[src/hrw_pkg.sv]
/*
 * Package for the hibernation RTC and wake controller: register map, field
 * positions, reset values, timing constants, state encodings and bus carrier.
 * Assumes a 100 MHz system clock and a word-aligned register port.
 */
package hrw_pkg;

	// ----------------------------------------------------------------
	// Bus widths and carrier
	// ----------------------------------------------------------------
	localparam int ADDR_W = 12;
	localparam int DATA_W = 32;

	typedef struct packed {
		logic              wr;
		logic              rd;
		logic [ADDR_W-1:0] addr;
		logic [DATA_W-1:0] wdata;
	} hrw_bus_s;

	// ----------------------------------------------------------------
	// Register byte offsets
	// ----------------------------------------------------------------
	localparam logic [ADDR_W-1:0] OFS_CTL        = 12'h000;
	localparam logic [ADDR_W-1:0] OFS_STATUS     = 12'h004;
	localparam logic [ADDR_W-1:0] OFS_RTC        = 12'h008;
	localparam logic [ADDR_W-1:0] OFS_MATCH0     = 12'h00c;
	localparam logic [ADDR_W-1:0] OFS_MATCH1     = 12'h010;
	localparam logic [ADDR_W-1:0] OFS_TRIM       = 12'h014;
	localparam logic [ADDR_W-1:0] OFS_INT_MASK   = 12'h018;
	localparam logic [ADDR_W-1:0] OFS_INT_RAW    = 12'h01c;
	localparam logic [ADDR_W-1:0] OFS_INT_MASKED = 12'h020;
	localparam logic [ADDR_W-1:0] OFS_MEM_BASE   = 12'h100;

	// Retained storage: 64 words, selected by address bits 7:2
	localparam int MEM_WORDS = 64;
	localparam int MEM_IDX_W = 6;
	localparam int MEM_IDX_LSB = 2;
	localparam int MEM_SEL_BIT = 8;

	// ----------------------------------------------------------------
	// Control field positions
	// ----------------------------------------------------------------
	localparam int CTL_MODULE_EN  = 0;
	localparam int CTL_RTC_EN     = 1;
	localparam int CTL_CLK_XTAL   = 2;
	localparam int CTL_WAKE_PIN   = 3;
	localparam int CTL_WAKE_RTC   = 4;
	localparam int CTL_LOWBAT_ABT = 5;
	localparam int CTL_HIB_REQ    = 8;
	localparam int CTL_BAT_START  = 9;
	localparam int CTL_CFG_W      = 6;

	// Status field positions
	localparam int ST_ACTIVE   = 0;
	localparam int ST_BAT_BUSY = 1;
	localparam int ST_HIB_PEND = 2;
	localparam int ST_BAT_LOW  = 3;
	localparam int ST_PWR_OFF  = 4;

	// Interrupt flag positions
	localparam int INT_W       = 4;
	localparam int INT_LOW_BAT = 0;
	localparam int INT_MATCH0  = 1;
	localparam int INT_MATCH1  = 2;
	localparam int INT_WAKE    = 3;

	// ----------------------------------------------------------------
	// Timekeeping
	// ----------------------------------------------------------------
	localparam int                SUB_W       = 15;
	localparam logic [SUB_W-1:0]  SUBSEC_TOP  = 15'h7fff;
	localparam logic [SUB_W-1:0]  TRIM_RESET  = 15'h7fff;
	localparam int                XDIV_W      = 7;
	localparam logic [XDIV_W-1:0] XDIV_LAST   = 7'h7f;
	localparam int                TRIM_SEC_W  = 6;
	localparam logic [TRIM_SEC_W-1:0] TRIM_SEC_HIT = 6'h00;
	localparam int                BPER_W      = 8;
	localparam logic [BPER_W-1:0] BAT_PERIOD_SEC = 8'h3b;

	// Battery check duration
	localparam int CLK_PERIOD_NS = 10;
	localparam int BAT_CHECK_NS  = 1000;
	localparam int BAT_CHECK_CYC = (BAT_CHECK_NS + CLK_PERIOD_NS - 1) / CLK_PERIOD_NS;
	localparam int BCNT_W        = 8;

	// ----------------------------------------------------------------
	// State encodings
	// ----------------------------------------------------------------
	typedef enum logic [1:0] {
		HS_RUN = 2'b01,
		HS_HIB = 2'b10
	} hrw_hib_e;

	typedef enum logic [1:0] {
		BS_IDLE  = 2'b01,
		BS_CHECK = 2'b10
	} hrw_bat_e;

endpackage

[src/hrw_sync3.sv]
/*
 * Three-flop input synchroniser with agreement filter and rising pulse.
 * Assumes an asynchronous pin input and the system clock domain.
 */
module hrw_sync3 (
	// Clock and reset
	input  wire logic i_clock,
	input  wire logic i_nrst,
	input  wire logic i_clk_en,
	// Pin
	input  wire logic i_pin,
	// Filtered level and edge
	output logic      o_level,
	output logic      o_rise
);

	logic [2:0] sync_ff;
	logic       level_ff;
	wire        agree = (sync_ff[1] == sync_ff[2]);

	// ------------------------------------------------------------
	// Synchroniser; stage 0 feeds only stage 1
	// ------------------------------------------------------------
	always_ff @(posedge i_clock) begin
		if (!i_nrst) begin
			sync_ff  <= 3'h0;
			level_ff <= 1'b0;
		end else if (i_clk_en) begin
			sync_ff  <= {sync_ff[1:0], i_pin};
			if (agree)
				level_ff <= sync_ff[2];
		end
	end

	assign o_level = level_ff;
	assign o_rise  = agree & sync_ff[2] & ~level_ff;

endmodule

[src/hrw_match.sv]
/*
 * One RTC match comparator: holds its match value and pulses once when the
 * counter arrives at it. Assumes the register port of the parent block.
 */
module hrw_match
	import hrw_pkg::*;
(
	// Clock and reset
	input  wire logic              i_clock,
	input  wire logic              i_nrst,
	input  wire logic              i_clk_en,
	// Software access
	input  wire logic              i_wr,
	input  wire logic [DATA_W-1:0] i_wdata,
	// Counter and arming
	input  wire logic [DATA_W-1:0] i_count,
	input  wire logic              i_arm,
	// Results
	output logic [DATA_W-1:0]      o_match,
	output logic                   o_hit
);

	logic [DATA_W-1:0] match_ff;
	logic              eq_ff;
	wire               eq_now = (i_count == match_ff);

	always_ff @(posedge i_clock) begin
		if (!i_nrst) begin
			match_ff <= '0;
			eq_ff    <= 1'b0;
		end else if (i_clk_en) begin
			if (i_wr)
				match_ff <= i_wdata;
			eq_ff <= eq_now;
		end
	end

	// Only the arrival counts, so a parked counter does not refire
	assign o_match = match_ff;
	assign o_hit   = i_arm & eq_now & ~eq_ff;

endmodule

[src/hrw_top.sv]
/*
 * Hibernation RTC and wake controller: seconds counter with trim, two match
 * comparators, retained storage, battery checks, wake and power control.
 * Assumes an always-powered supply, a 100 MHz clock and slow clock pins
 * (32.768 kHz oscillator, 4.194304 MHz crystal) sampled as plain inputs.
 */
// Overview of operation
// - A 32-bit seconds counter advances from the hibernation clock while active.
// - A software trim value finely adjusts the counter rate.
// - Two readable, writable match values raise counter events on match.
// - Wake on wake pin, counter match, or either, each separately selectable.
// - Software can read back the selected wake sources.
// - 64 retained 32-bit words, readable and writable by software.
// - Low battery is detected and may abort a pending hibernation request.
// - Each interrupt source is maskable and status is readable.
// - Flags stay set until software clears them; a write clears only the flags whose bits are one.
// - A hibernation request starts removing processor power.
// - An active indication survives processor power cycles.
// - Software can start and stop the counter at any time.
// - Software can read and load the counter value.
// - A forced battery check starts at once.
// - Check-pending reads nonzero during a forced check, zero after.
// - A low check result sets the battery-low flag, interrupting if enabled.
// - Hibernation requests wait while a battery check runs.
// - Clock from the raw oscillator or the crystal divided by 128.
module hrw_top
	import hrw_pkg::*;
(
	// Clock, reset, enable
	input  wire logic      i_clock,
	input  wire logic      i_nrst,
	input  wire logic      i_clk_en,
	// Register port
	input  wire hrw_bus_s  i_bus,
	output logic [DATA_W-1:0] o_rdata,
	// Slow clock and sense pins
	input  wire logic      i_osc_32k,
	input  wire logic      i_xtal,
	input  wire logic      i_wake_pin,
	input  wire logic      i_bat_low,
	// System outputs
	output logic           o_pwr_off,
	output logic           o_irq
);

	// ------------------------------------------------------------
	// State
	// ------------------------------------------------------------
	logic [CTL_CFG_W-1:0] cfg_ff;
	logic [DATA_W-1:0]    rtc_ff;
	logic [SUB_W-1:0]     sub_ff;
	logic [SUB_W-1:0]     trim_ff;
	logic [XDIV_W-1:0]    xdiv_ff;
	logic [TRIM_SEC_W-1:0] tsec_ff;
	logic [BPER_W-1:0]    bper_ff;
	logic [BCNT_W-1:0]    bcnt_ff;
	logic [INT_W-1:0]     imask_ff;
	logic [INT_W-1:0]     iflag_ff;
	logic                 forced_ff;
	logic                 bat_res_ff;
	logic                 hib_req_ff;
	logic [DATA_W-1:0]    rdata_ff;
	logic                 pwr_off_ff;
	logic                 irq_ff;
	hrw_hib_e             hib_ff;
	hrw_bat_e             bat_ff;
	logic [DATA_W-1:0]    mem [MEM_WORDS];

	// ------------------------------------------------------------
	// Pin synchronisers
	// ------------------------------------------------------------
	logic osc_rise, xtal_rise, wake_rise, bat_lvl;

	hrw_sync3 u_sync_osc (
		.i_clock (i_clock), .i_nrst (i_nrst), .i_clk_en (i_clk_en),
		.i_pin   (i_osc_32k), .o_level (), .o_rise (osc_rise)
	);
	hrw_sync3 u_sync_xtal (
		.i_clock (i_clock), .i_nrst (i_nrst), .i_clk_en (i_clk_en),
		.i_pin   (i_xtal), .o_level (), .o_rise (xtal_rise)
	);
	hrw_sync3 u_sync_wake (
		.i_clock (i_clock), .i_nrst (i_nrst), .i_clk_en (i_clk_en),
		.i_pin   (i_wake_pin), .o_level (), .o_rise (wake_rise)
	);
	hrw_sync3 u_sync_bat (
		.i_clock (i_clock), .i_nrst (i_nrst), .i_clk_en (i_clk_en),
		.i_pin   (i_bat_low), .o_level (bat_lvl), .o_rise ()
	);

	// ------------------------------------------------------------
	// Register decode
	// ------------------------------------------------------------
	wire                 wr       = i_bus.wr;
	wire [ADDR_W-1:0]    addr     = i_bus.addr;
	wire [DATA_W-1:0]    wdata    = i_bus.wdata;
	wire                 mem_sel  = addr[MEM_SEL_BIT] & (addr < (OFS_MEM_BASE << 1));
	wire [MEM_IDX_W-1:0] mem_idx  = addr[MEM_IDX_LSB +: MEM_IDX_W];
	wire                 wr_ctl   = wr & (addr == OFS_CTL);
	wire                 wr_rtc   = wr & (addr == OFS_RTC);
	wire                 wr_m0    = wr & (addr == OFS_MATCH0);
	wire                 wr_m1    = wr & (addr == OFS_MATCH1);
	wire                 wr_trim  = wr & (addr == OFS_TRIM);
	wire                 wr_imask = wr & (addr == OFS_INT_MASK);
	wire                 wr_iclr  = wr & (addr == OFS_INT_RAW);
	wire                 wr_mem   = wr & mem_sel;

	wire mod_en = cfg_ff[CTL_MODULE_EN];
	wire hib_cmd = wr_ctl & wdata[CTL_HIB_REQ] & mod_en;
	wire bat_cmd = wr_ctl & wdata[CTL_BAT_START] & mod_en;

	// ------------------------------------------------------------
	// Timebase
	// ------------------------------------------------------------
	// crystal divide by 128
	wire xdiv_wrap = xtal_rise & (xdiv_ff == XDIV_LAST);
	wire slow_tick = cfg_ff[CTL_CLK_XTAL] ? xdiv_wrap : osc_rise;

	wire rtc_run = mod_en & cfg_ff[CTL_RTC_EN];

	// trim replaces the terminal once every 64 seconds
	wire [SUB_W-1:0] sub_last = (tsec_ff == TRIM_SEC_HIT) ? trim_ff : SUBSEC_TOP;
	wire             sec_tick = rtc_run & slow_tick & (sub_ff >= sub_last);

	// ------------------------------------------------------------
	// Match comparators
	// ------------------------------------------------------------
	logic [DATA_W-1:0] m0_val, m1_val;
	logic              m0_hit, m1_hit;

	hrw_match u_match0 (
		.i_clock (i_clock), .i_nrst (i_nrst), .i_clk_en (i_clk_en),
		.i_wr    (wr_m0), .i_wdata (wdata), .i_count (rtc_ff),
		.i_arm   (rtc_run), .o_match (m0_val), .o_hit (m0_hit)
	);
	hrw_match u_match1 (
		.i_clock (i_clock), .i_nrst (i_nrst), .i_clk_en (i_clk_en),
		.i_wr    (wr_m1), .i_wdata (wdata), .i_count (rtc_ff),
		.i_arm   (rtc_run), .o_match (m1_val), .o_hit (m1_hit)
	);

	// ------------------------------------------------------------
	// Battery check and hibernation control
	// ------------------------------------------------------------
	wire bat_busy  = (bat_ff == BS_CHECK);
	wire bat_done  = bat_busy & (bcnt_ff == BCNT_W'(BAT_CHECK_CYC - 1));
	wire bper_due  = sec_tick & (bper_ff == BAT_PERIOD_SEC);
	wire bat_begin = (bat_ff == BS_IDLE) & (bat_cmd | bper_due);
	wire bat_found = bat_done & bat_lvl;

	wire wake_ev = (cfg_ff[CTL_WAKE_PIN] & wake_rise)
		| (cfg_ff[CTL_WAKE_RTC] & (m0_hit | m1_hit));

	wire req_ready = hib_req_ff & (hib_ff == HS_RUN) & ~bat_busy & ~bat_begin;
	wire req_abort = req_ready & cfg_ff[CTL_LOWBAT_ABT] & bat_res_ff;
	wire req_go    = req_ready & ~req_abort;

	wire [INT_W-1:0] iset = {
		(hib_ff == HS_HIB) & wake_ev,
		m1_hit,
		m0_hit,
		bat_found
	};
	// sticky flags, set wins over clear
	wire [INT_W-1:0] iclr       = wr_iclr ? wdata[INT_W-1:0] : '0;
	wire [INT_W-1:0] nxt_iflag  = (iflag_ff & ~iclr) | iset;
	wire [INT_W-1:0] imasked    = iflag_ff & imask_ff;

	// ------------------------------------------------------------
	// Read mux
	// ------------------------------------------------------------
	wire [DATA_W-1:0] status_w = DATA_W'({
		pwr_off_ff,
		bat_res_ff,
		hib_req_ff,
		forced_ff & bat_busy,
		mod_en
	});
	logic [DATA_W-1:0] rd_mux;
	always_comb begin
		rd_mux = '0;
		case (addr)
			OFS_CTL:        rd_mux = DATA_W'(cfg_ff);
			OFS_STATUS:     rd_mux = status_w;
			OFS_RTC:        rd_mux = rtc_ff;
			OFS_MATCH0:     rd_mux = m0_val;
			OFS_MATCH1:     rd_mux = m1_val;
			OFS_TRIM:       rd_mux = DATA_W'(trim_ff);
			OFS_INT_MASK:   rd_mux = DATA_W'(imask_ff);
			OFS_INT_RAW:    rd_mux = DATA_W'(iflag_ff);
			OFS_INT_MASKED: rd_mux = DATA_W'(imasked);
			default:        rd_mux = mem_sel ? mem[mem_idx] : '0;
		endcase
	end

	// ------------------------------------------------------------
	// Configuration and software-visible registers
	// ------------------------------------------------------------
	always_ff @(posedge i_clock) begin
		if (!i_nrst) begin
			cfg_ff   <= '0;
			trim_ff  <= TRIM_RESET;
			imask_ff <= '0;
			iflag_ff <= '0;
			rdata_ff <= '0;
			irq_ff   <= 1'b0;
		end else if (i_clk_en) begin
			if (wr_ctl)
				cfg_ff <= wdata[CTL_CFG_W-1:0];
			if (wr_trim)
				trim_ff <= wdata[SUB_W-1:0];
			if (wr_imask)
				imask_ff <= wdata[INT_W-1:0];
			iflag_ff <= nxt_iflag;
			rdata_ff <= i_bus.rd ? rd_mux : '0;
			irq_ff   <= |(nxt_iflag & imask_ff);
		end
	end

	// retained storage; no reset, contents survive processor power loss
	always_ff @(posedge i_clock) begin
		if (i_clk_en && wr_mem)
			mem[mem_idx] <= wdata;
	end

	// ------------------------------------------------------------
	// Seconds counter with trim
	// ------------------------------------------------------------
	always_ff @(posedge i_clock) begin
		if (!i_nrst) begin
			rtc_ff  <= '0;
			sub_ff  <= '0;
			xdiv_ff <= '0;
			tsec_ff <= '0;
			bper_ff <= '0;
		end else if (i_clk_en) begin
			if (xtal_rise)
				xdiv_ff <= xdiv_ff + XDIV_W'(1);
			if (wr_rtc) begin
				rtc_ff <= wdata;
				sub_ff <= '0;
			end else if (sec_tick) begin
				rtc_ff  <= rtc_ff + DATA_W'(1);
				sub_ff  <= '0;
				tsec_ff <= tsec_ff + TRIM_SEC_W'(1);
			end else if (rtc_run & slow_tick) begin
				sub_ff <= sub_ff + SUB_W'(1);
			end
			if (bper_due)
				bper_ff <= '0;
			else if (sec_tick)
				bper_ff <= bper_ff + BPER_W'(1);
		end
	end

	// ------------------------------------------------------------
	// Battery check sequencer
	// ------------------------------------------------------------
	always_ff @(posedge i_clock) begin
		if (!i_nrst) begin
			bat_ff     <= BS_IDLE;
			bcnt_ff    <= '0;
			forced_ff  <= 1'b0;
			bat_res_ff <= 1'b0;
		end else if (i_clk_en) begin
			case (bat_ff)
				BS_IDLE: begin
					bcnt_ff <= '0;
					if (bat_begin) begin
						bat_ff    <= BS_CHECK;
						forced_ff <= bat_cmd;
					end
				end
				BS_CHECK: begin
					bcnt_ff <= bcnt_ff + BCNT_W'(1);
					if (bat_done) begin
						bat_res_ff <= bat_lvl;
						bat_ff     <= BS_IDLE;
						forced_ff  <= 1'b0;
					end
				end
				default: bat_ff <= BS_IDLE;
			endcase
		end
	end

	// ------------------------------------------------------------
	// Hibernation sequencer
	// ------------------------------------------------------------
	always_ff @(posedge i_clock) begin
		if (!i_nrst) begin
			hib_ff     <= HS_RUN;
			hib_req_ff <= 1'b0;
			pwr_off_ff <= 1'b0;
		end else if (i_clk_en) begin
			// A fresh request wins over the sequencer taking the old one
			hib_req_ff <= hib_cmd | (hib_req_ff & ~req_go & ~req_abort);
			case (hib_ff)
				HS_RUN: begin
					if (req_go) begin
						hib_ff     <= HS_HIB;
						pwr_off_ff <= 1'b1;
					end
				end
				HS_HIB: begin
					if (wake_ev) begin
						hib_ff     <= HS_RUN;
						pwr_off_ff <= 1'b0;
					end
				end
				default: begin
					hib_ff     <= HS_RUN;
					pwr_off_ff <= 1'b0;
				end
			endcase
		end
	end

	assign o_rdata   = rdata_ff;
	assign o_pwr_off = pwr_off_ff;
	assign o_irq     = irq_ff;

endmodule

[config.mk]
export PLATFORM = sky130hd
export DESIGN_NAME = hrw_top
export DESIGN_NICKNAME = d
export VERILOG_FILES = /design/src/hrw_pkg.sv /design/src/hrw_sync3.sv /design/src/hrw_match.sv /design/src/hrw_top.sv
export SDC_FILE = /design/constraint.sdc
export NUM_CORES = 2
export LEC_CHECK = 0
export ABC_CLOCK_PERIOD_IN_PS = 4200
export BUFFER_PORTS_ARGS = -buffer_cell sky130_fd_sc_hd__buf_2
export CAP_MARGIN = 0
export CELL_PAD_IN_SITES_DETAIL_PLACEMENT = 0
export CELL_PAD_IN_SITES_GLOBAL_PLACEMENT = 1
export CORE_MARGIN = 2
export CORE_UTILIZATION = 34
export DETAILED_ROUTE_END_ITERATION = 8
export GPL_TIMING_DRIVEN = 0
export PLACE_DENSITY = 0.62
export SYNTH_ARGS = -nofsm -noshare
export SYNTH_HDL_FRONTEND = slang
export SYNTH_SLANG_ARGS = --single-unit
[constraint.sdc]
create_clock -name i_clock -period 4.2 [get_ports i_clock]
set_input_delay 0.84 -clock i_clock [delete_from_list [all_inputs] [get_ports i_clock]]
set_output_delay 0.84 -clock i_clock [all_outputs]
set_load 0.1 [all_outputs]
Yosys cells after proc, flatten, opt, wreduce, memory -nomap -nowiden

Memories as Yosys holds them, arrays and structs flattened.
Cells that the tools add are included.

Flip-flop bits (word level): 228
RAM bits: 2,048
Input port bits: 53
Output and inout bits: 34
Word-level logic and storage cells: 181
Memories kept: 1

Memories:

| name | depth | bits a word | rd ports | clocked after Yosys merged registers in | wr ports | RTL line      | source |
|---|---|---|---|---|---|---|---|
| mem  | 64    | 32          | 1        | 0                                       | 1        | hrw_top.sv:67 | `logic [DATA_W-1:0] mem [MEM_WORDS];` |

$add $sub $neg: 6
Magnitude comparators: 2
Equal/unequal tests: 25
Muxes and demuxes: 28
Bitwise gates (word level): 62
Reduce and logical (&&, ||, !) cells: 27

Operators by type and width:

| operator              | number |
|---|---|
| $pmux 32 s9           | 1 |
| $mux 32               | 4 |
| $eq 32x32->1          | 2 |
| $mux 15               | 4 |
| $eq 12x5->1 const B   | 4 |
| $and 1x1->1           | 43 |
| $add 32x1->32 const B | 1 |
| $reduce_and 2->1      | 14 |
| $eq 12x4->1 const B   | 2 |
| $add 8x1->8 const B   | 2 |
| $mux 8                | 2 |
| $pmux 8 s2            | 1 |
| $add 15x1->15 const B | 1 |
| $ge 15x15->1          | 1 |
| $and 4x4->4           | 3 |
| $eq 12x3->1 const B   | 1 |
| $eq 12x6->1 const B   | 1 |
| $logic_not 12->1      | 1 |
| $lt 12x10->1 const B  | 1 |
| $reduce_and 3->1      | 4 |
| $not 1->1             | 10 |
| $eq 8x6->1 const B    | 1 |
| $eq 8x7->1 const B    | 1 |
| $mux 2                | 4 |
| 21 further kinds      | 41 |

Logic depth before layout (Yosys ltp)

Depth after elaboration: 20
Depth in mapped cells: 15
Depth with buffers taken out: 12

By module

A second synthesis with hierarchy kept.

Cells, all modules: 4,745
Area, all modules: 90,118.9 um^2

By module, submodules not included:

| module    | instances | cells each | area an instance (um^2) | sequential area each (um^2) |
|---|---|---|---|---|
| hrw_top   | 1         | 4,307      | 86,290.3                | 64,401.8 |
| hrw_match | 2         | 187        | 1,569.0                 | 660.6 |
| hrw_sync3 | 4         | 16         | 172.7                   | 80.1 |

Worst setup path after synthesis

OpenSTA, ideal clock, no wires.

Path kind: input port to flip-flop
Start point: input i_bus[36] (netlist name)
End point: memory mem[63][0], enable pin
Arrival time: 3.960 ns
Data required time: 3.779 ns
Path slack: -0.181 ns
Cell stages on the path: 9
Buffers on the path: 5
Cell sequence: buf_2 -> inv_2 -> buf_2 -> buf_2 -> buf_2 -> buf_2 -> nor3_1 -> nand3_1 -> nor2_1

Word-level cells in the longest chain between the ends: 6

Ends and longest elaborated chain:

| what                         | RTL line       | source |
|---|---|---|
| from (decl)                  | hrw_top.sv:34  | `input wire hrw_bus_s i_bus,` |
| $lt 12x10->1                 | hrw_top.sv:97  | `wire mem_sel = addr[MEM_SEL_BIT] & (addr < (OFS_MEM_BASE << 1));` |
| $and 1x1->1                  | hrw_top.sv:97  |  |
| $and 1x1->1                  | hrw_top.sv:106 | `wire wr_mem = wr & mem_sel;` |
| $logic_and 1x1->1            | hrw_top.sv:222 | `if (i_clk_en && wr_mem)` |
| $mux 1                       | hrw_top.sv:222 |  |
| $mux 1 (not written as such) | hrw_top.sv:223 | `mem[mem_idx] <= wdata;` |
| to (decl)                    | hrw_top.sv:67  |  |

Several ways; a longest one is shown, not always the timed one.

Worst setup path in the final report

Start point: input i_bus[36] (netlist name)
End point: memory mem[6][30], enable pin

Same word-level chain as after synthesis.

==> results by group <==
STA
  – Final worst path period share: 102%
  – Fmax: 233 MHz
  – Fin worst setup slack: -0.0928 ns
  – Fin. Hold Viols: 0
  – Final Skew: 0.0634 ns
  – Final Critical Period: 4.29 ns
  – Slew headroom: 3.68%
  – Tightest Pin Transition: 1.44 ns
  – Max Slew Vio Count: 0
  – Setup-failing EPs final: 102
  – Setup TNS: -3.26 ns

Worst setup path
  – Cell mode on critical path: buf_2
  – Worst-path cell chain: buf_2, inv_2, buf_4, buf_4, buf_2, buf_2, nor3_2, nand2_2, nor2_4, buf_12
  – R2r startpoint: tsec_ff[5]$_SDFFE_PN0P_
  – Arr. time, crit path: 4.84 ns
  – Critical path class: in2reg
  – Critical path peak fanout: 17
  – CP peak stage delay: 0.65 ns
  – CP endpoint kind: flip-flop
  – Slowest CP cell: nor2_4
  – Nature of the critical path startpoint: input port
  – Crit path from: i_bus[36]
  – CP required: 4.75 ns
  – Register-to-Register Path Depth: 14

Synthesis
  – Syn nets: 4784
  – EDFF count, synth: 2048
  – Post-synth top area share: 68.5%
  – Yosys warns: 0
  – Leading cell types by total area after synthesis: edfxtp_1 (68%), mux4_2 (14%), dfxtp_1 (5.1%)
  – Mean Syn Cell Area: 19.1 µm²
  – Synth area leader: edfxtp_1
  – FF+latch count, synth: 2275
  – Top_reg_cell synth: edfxtp_1
  – Netlist cell types: 82
  – Cells after Synth: 4704
  – Mapped Area: 89800 µm²
  – Ys async rst share: 0%
  – Register area share after synthesis: 73.5%

Route
  – # DRC: 0
  – Via count: 52.7k
  – DRT antenna net count: 0
  – DR pass1 iterations: 6
  – Iter 0 DRT Violations: 9766
  – Wirelength, routed: 336000 µm
  – Avg Vias per Cell: 5.91
  – Wirelength per Cell: 37.7 µm

Status
  – Status: finished with violations
  – Failing checks: negative setup slack

Min path
  – Hold Path Depth: 3
  – HP Start: i_osc_32k
  – Hold Crit Class: in2reg

Placement
  – Placer Congestion: 0.948
  – Setup slack at placement: -2.55 ns
  – Final HPWL DP: 226000 µm
  – PortBufs: 82

Floorplan
  – CORE AREA: 263000 µm²
  – Num rows: 188
  – Chip height: 518 µm
  – Initial core utilization: 34.2%
  – Die area: 268000 µm²
  – Ports: 87
  – Die width: 518 µm

Clock tree
  – TritonCTS Buffers: 222
  – CTS tree: yes
  – Clk root buf: clkbuf_16
  – Clock net sink count: 2275
  – Htree depth: 4
  – Worst-Skew Late Latency: 0.92 ns
  – Clk buf depth: 3
  – Clock slew at reported path FFs: 0.06 ns

Power and ir drop
  – Leakage: 34.1 nW
  – Pwr Density: 439 nW/µm²
  – Peak VDD IR: 0.000471 V

Final layout
  – Area grow syn2layout: 18.3%
  – Share of layout cells above drive strength 1: 26.8%
  – Nets: 5291

Global route
  – Initial antenna violation count: 24
  – Gr usage total: 24.5%
  – Vias in the first global route: 49.8k
  – First-pass GRT wire length: 447000 µm
  – Largest net degree at the start of global routing: 72
  – GRT overflow: 0

Run
  – Maxcap violations: 0
## registers in the layout (all words and copies together), names as in the netlist, 4 cells and up
name	flops
iflag_ff	4
xdiv_ff	7
tsec_ff	6
rtc_ff	32
sub_ff	15
bper_ff	8
cfg_ff	6
o_rdata	32
u_match1.o_match	32
imask_ff	4
u_match0.o_match	32
bcnt_ff	8
trim_ff	15
mem	2048
## metrics by stage
step	total power [mW]	utilization [%]	instances	instance area [µm²]	hold slack, ns
floorplan	26.3	-	4704	89800	0.443
global placement	27.6	36.0	8301	94600	0.446
detailed placement	27.7	37.5	8444	98300	0.461
CTS	46.7	40.3	8886	106000	0.192
global route	47.7	40.5	8917	106000	0.231
finish	46.6	40.5	8922	106000	0.247
## power breakdown
part	switching (mW)	leakage, nW	internal, mW
Clock	8.96	3.38	10.4
Combinational	1.80	10.5	0.791
Sequential	0.0157	20.2	24.7
Total	10.8	34.1	35.9
## path summary, 6_finish.rpt
kind / end / slack, ns
hold / removal: u_sync_osc.sync_ff[0]$_SDFFE_PN0P_ / 0.25
hold reg to reg: o_rdata[25]$_SDFFE_PN0P_ / 0.47
setup / recovery: mem[6][30]$_DFFE_PP_ / -0.09
setup reg to reg: rtc_ff[26]$_SDFFE_PN0P_ / 0.25
## critical path: cells and delay by family
family,cells,cell delay (ns)
simple gates,3,1.64
buf+inv,7,2.27
## cell families (layout without fill, tap and decap cells)
family / after synthesis / count (layout) / synth area share, %
compound gates: 498 / 498 / 3.67
xor+xnor: 93 / 93 / 0.907
fa+ha+maj: 27 / 27 / 0.376
buf+inv: 311 / 1003 / 1.65
flops: 2275 / 2275 / 73.5
mux: 748 / 748 / 16.0
other cells: 0 / 11 / 0
simple gates: 752 / 752 / 3.89
## Yosys cell counts, drive strengths merged, types with 10 or more instances
cell,count
edfxtp,2048
o31ai,14
a21o,10
buf,150
ha,27
nor2b,19
inv,14
a31oi,11
dfxtp,227
nor4,39
nor2,198
o22ai,70
nor3,37
and3,23
a221oi,28
clkbuf,145
nand2,271
and2,14
xor2,81
o211ai,21
o21ai,60
a222oi,23
a22oi,16
nand4,31
nand3,68
mux2i,191
mux4,547
a21oi,166
mux2,10
xnor2,12
## repair_timing
action | 4_1_cts | 5_1_grt
endpoints found under the setup margin | 2030 | 331
hold endpoints to repair | 0 | 0
pin swaps | 25 | 16
cloned | 0 | 0
hold buffers | 0 | 0
buffers inserted | 34 | 26
resized for setup | 63 | 34
## placed cells by master (no fill, tap or decap), drive strengths merged, types with 81 or more instances in the layout
cell	netlist	routed
buf	150	427
clkinv	2	116
a21oi	166	166
mux4	547	547
edfxtp	2048	2048
xor2	81	81
nand2	271	271
clkbuf	145	422
nor2	198	198
mux2i	191	191
dfxtp	227	227
## area by class of cell
| type | instances | area [µm²] |
|---|---|---|
| fillers | 23400 | 156000 |
| flip-flops and latches | 2275 | 66000 |
| multi-input cells | 2118 | 23000 |
| clock buffers | 278 | 5840 |
| well taps | 3515 | 4400 |
| repair buffers | 286 | 4230 |
| plain buffers | 292 | 1520 |
| clock inverters | 131 | 1070 |
| inverters | 16 | 60.1 |
| diodes | 11 | 27.5 |
## metal layers
metal	wire [µm]	vias to the layer above	track usage, %
li1	-	20400	-
met1	130000	28200	33.5
met2	155000	3538	38.4
met3	38200	617	5.87
met4	13300	4	8.09
met5	35	-	0
Note: power is estimated with default switching activity, not from simulation.
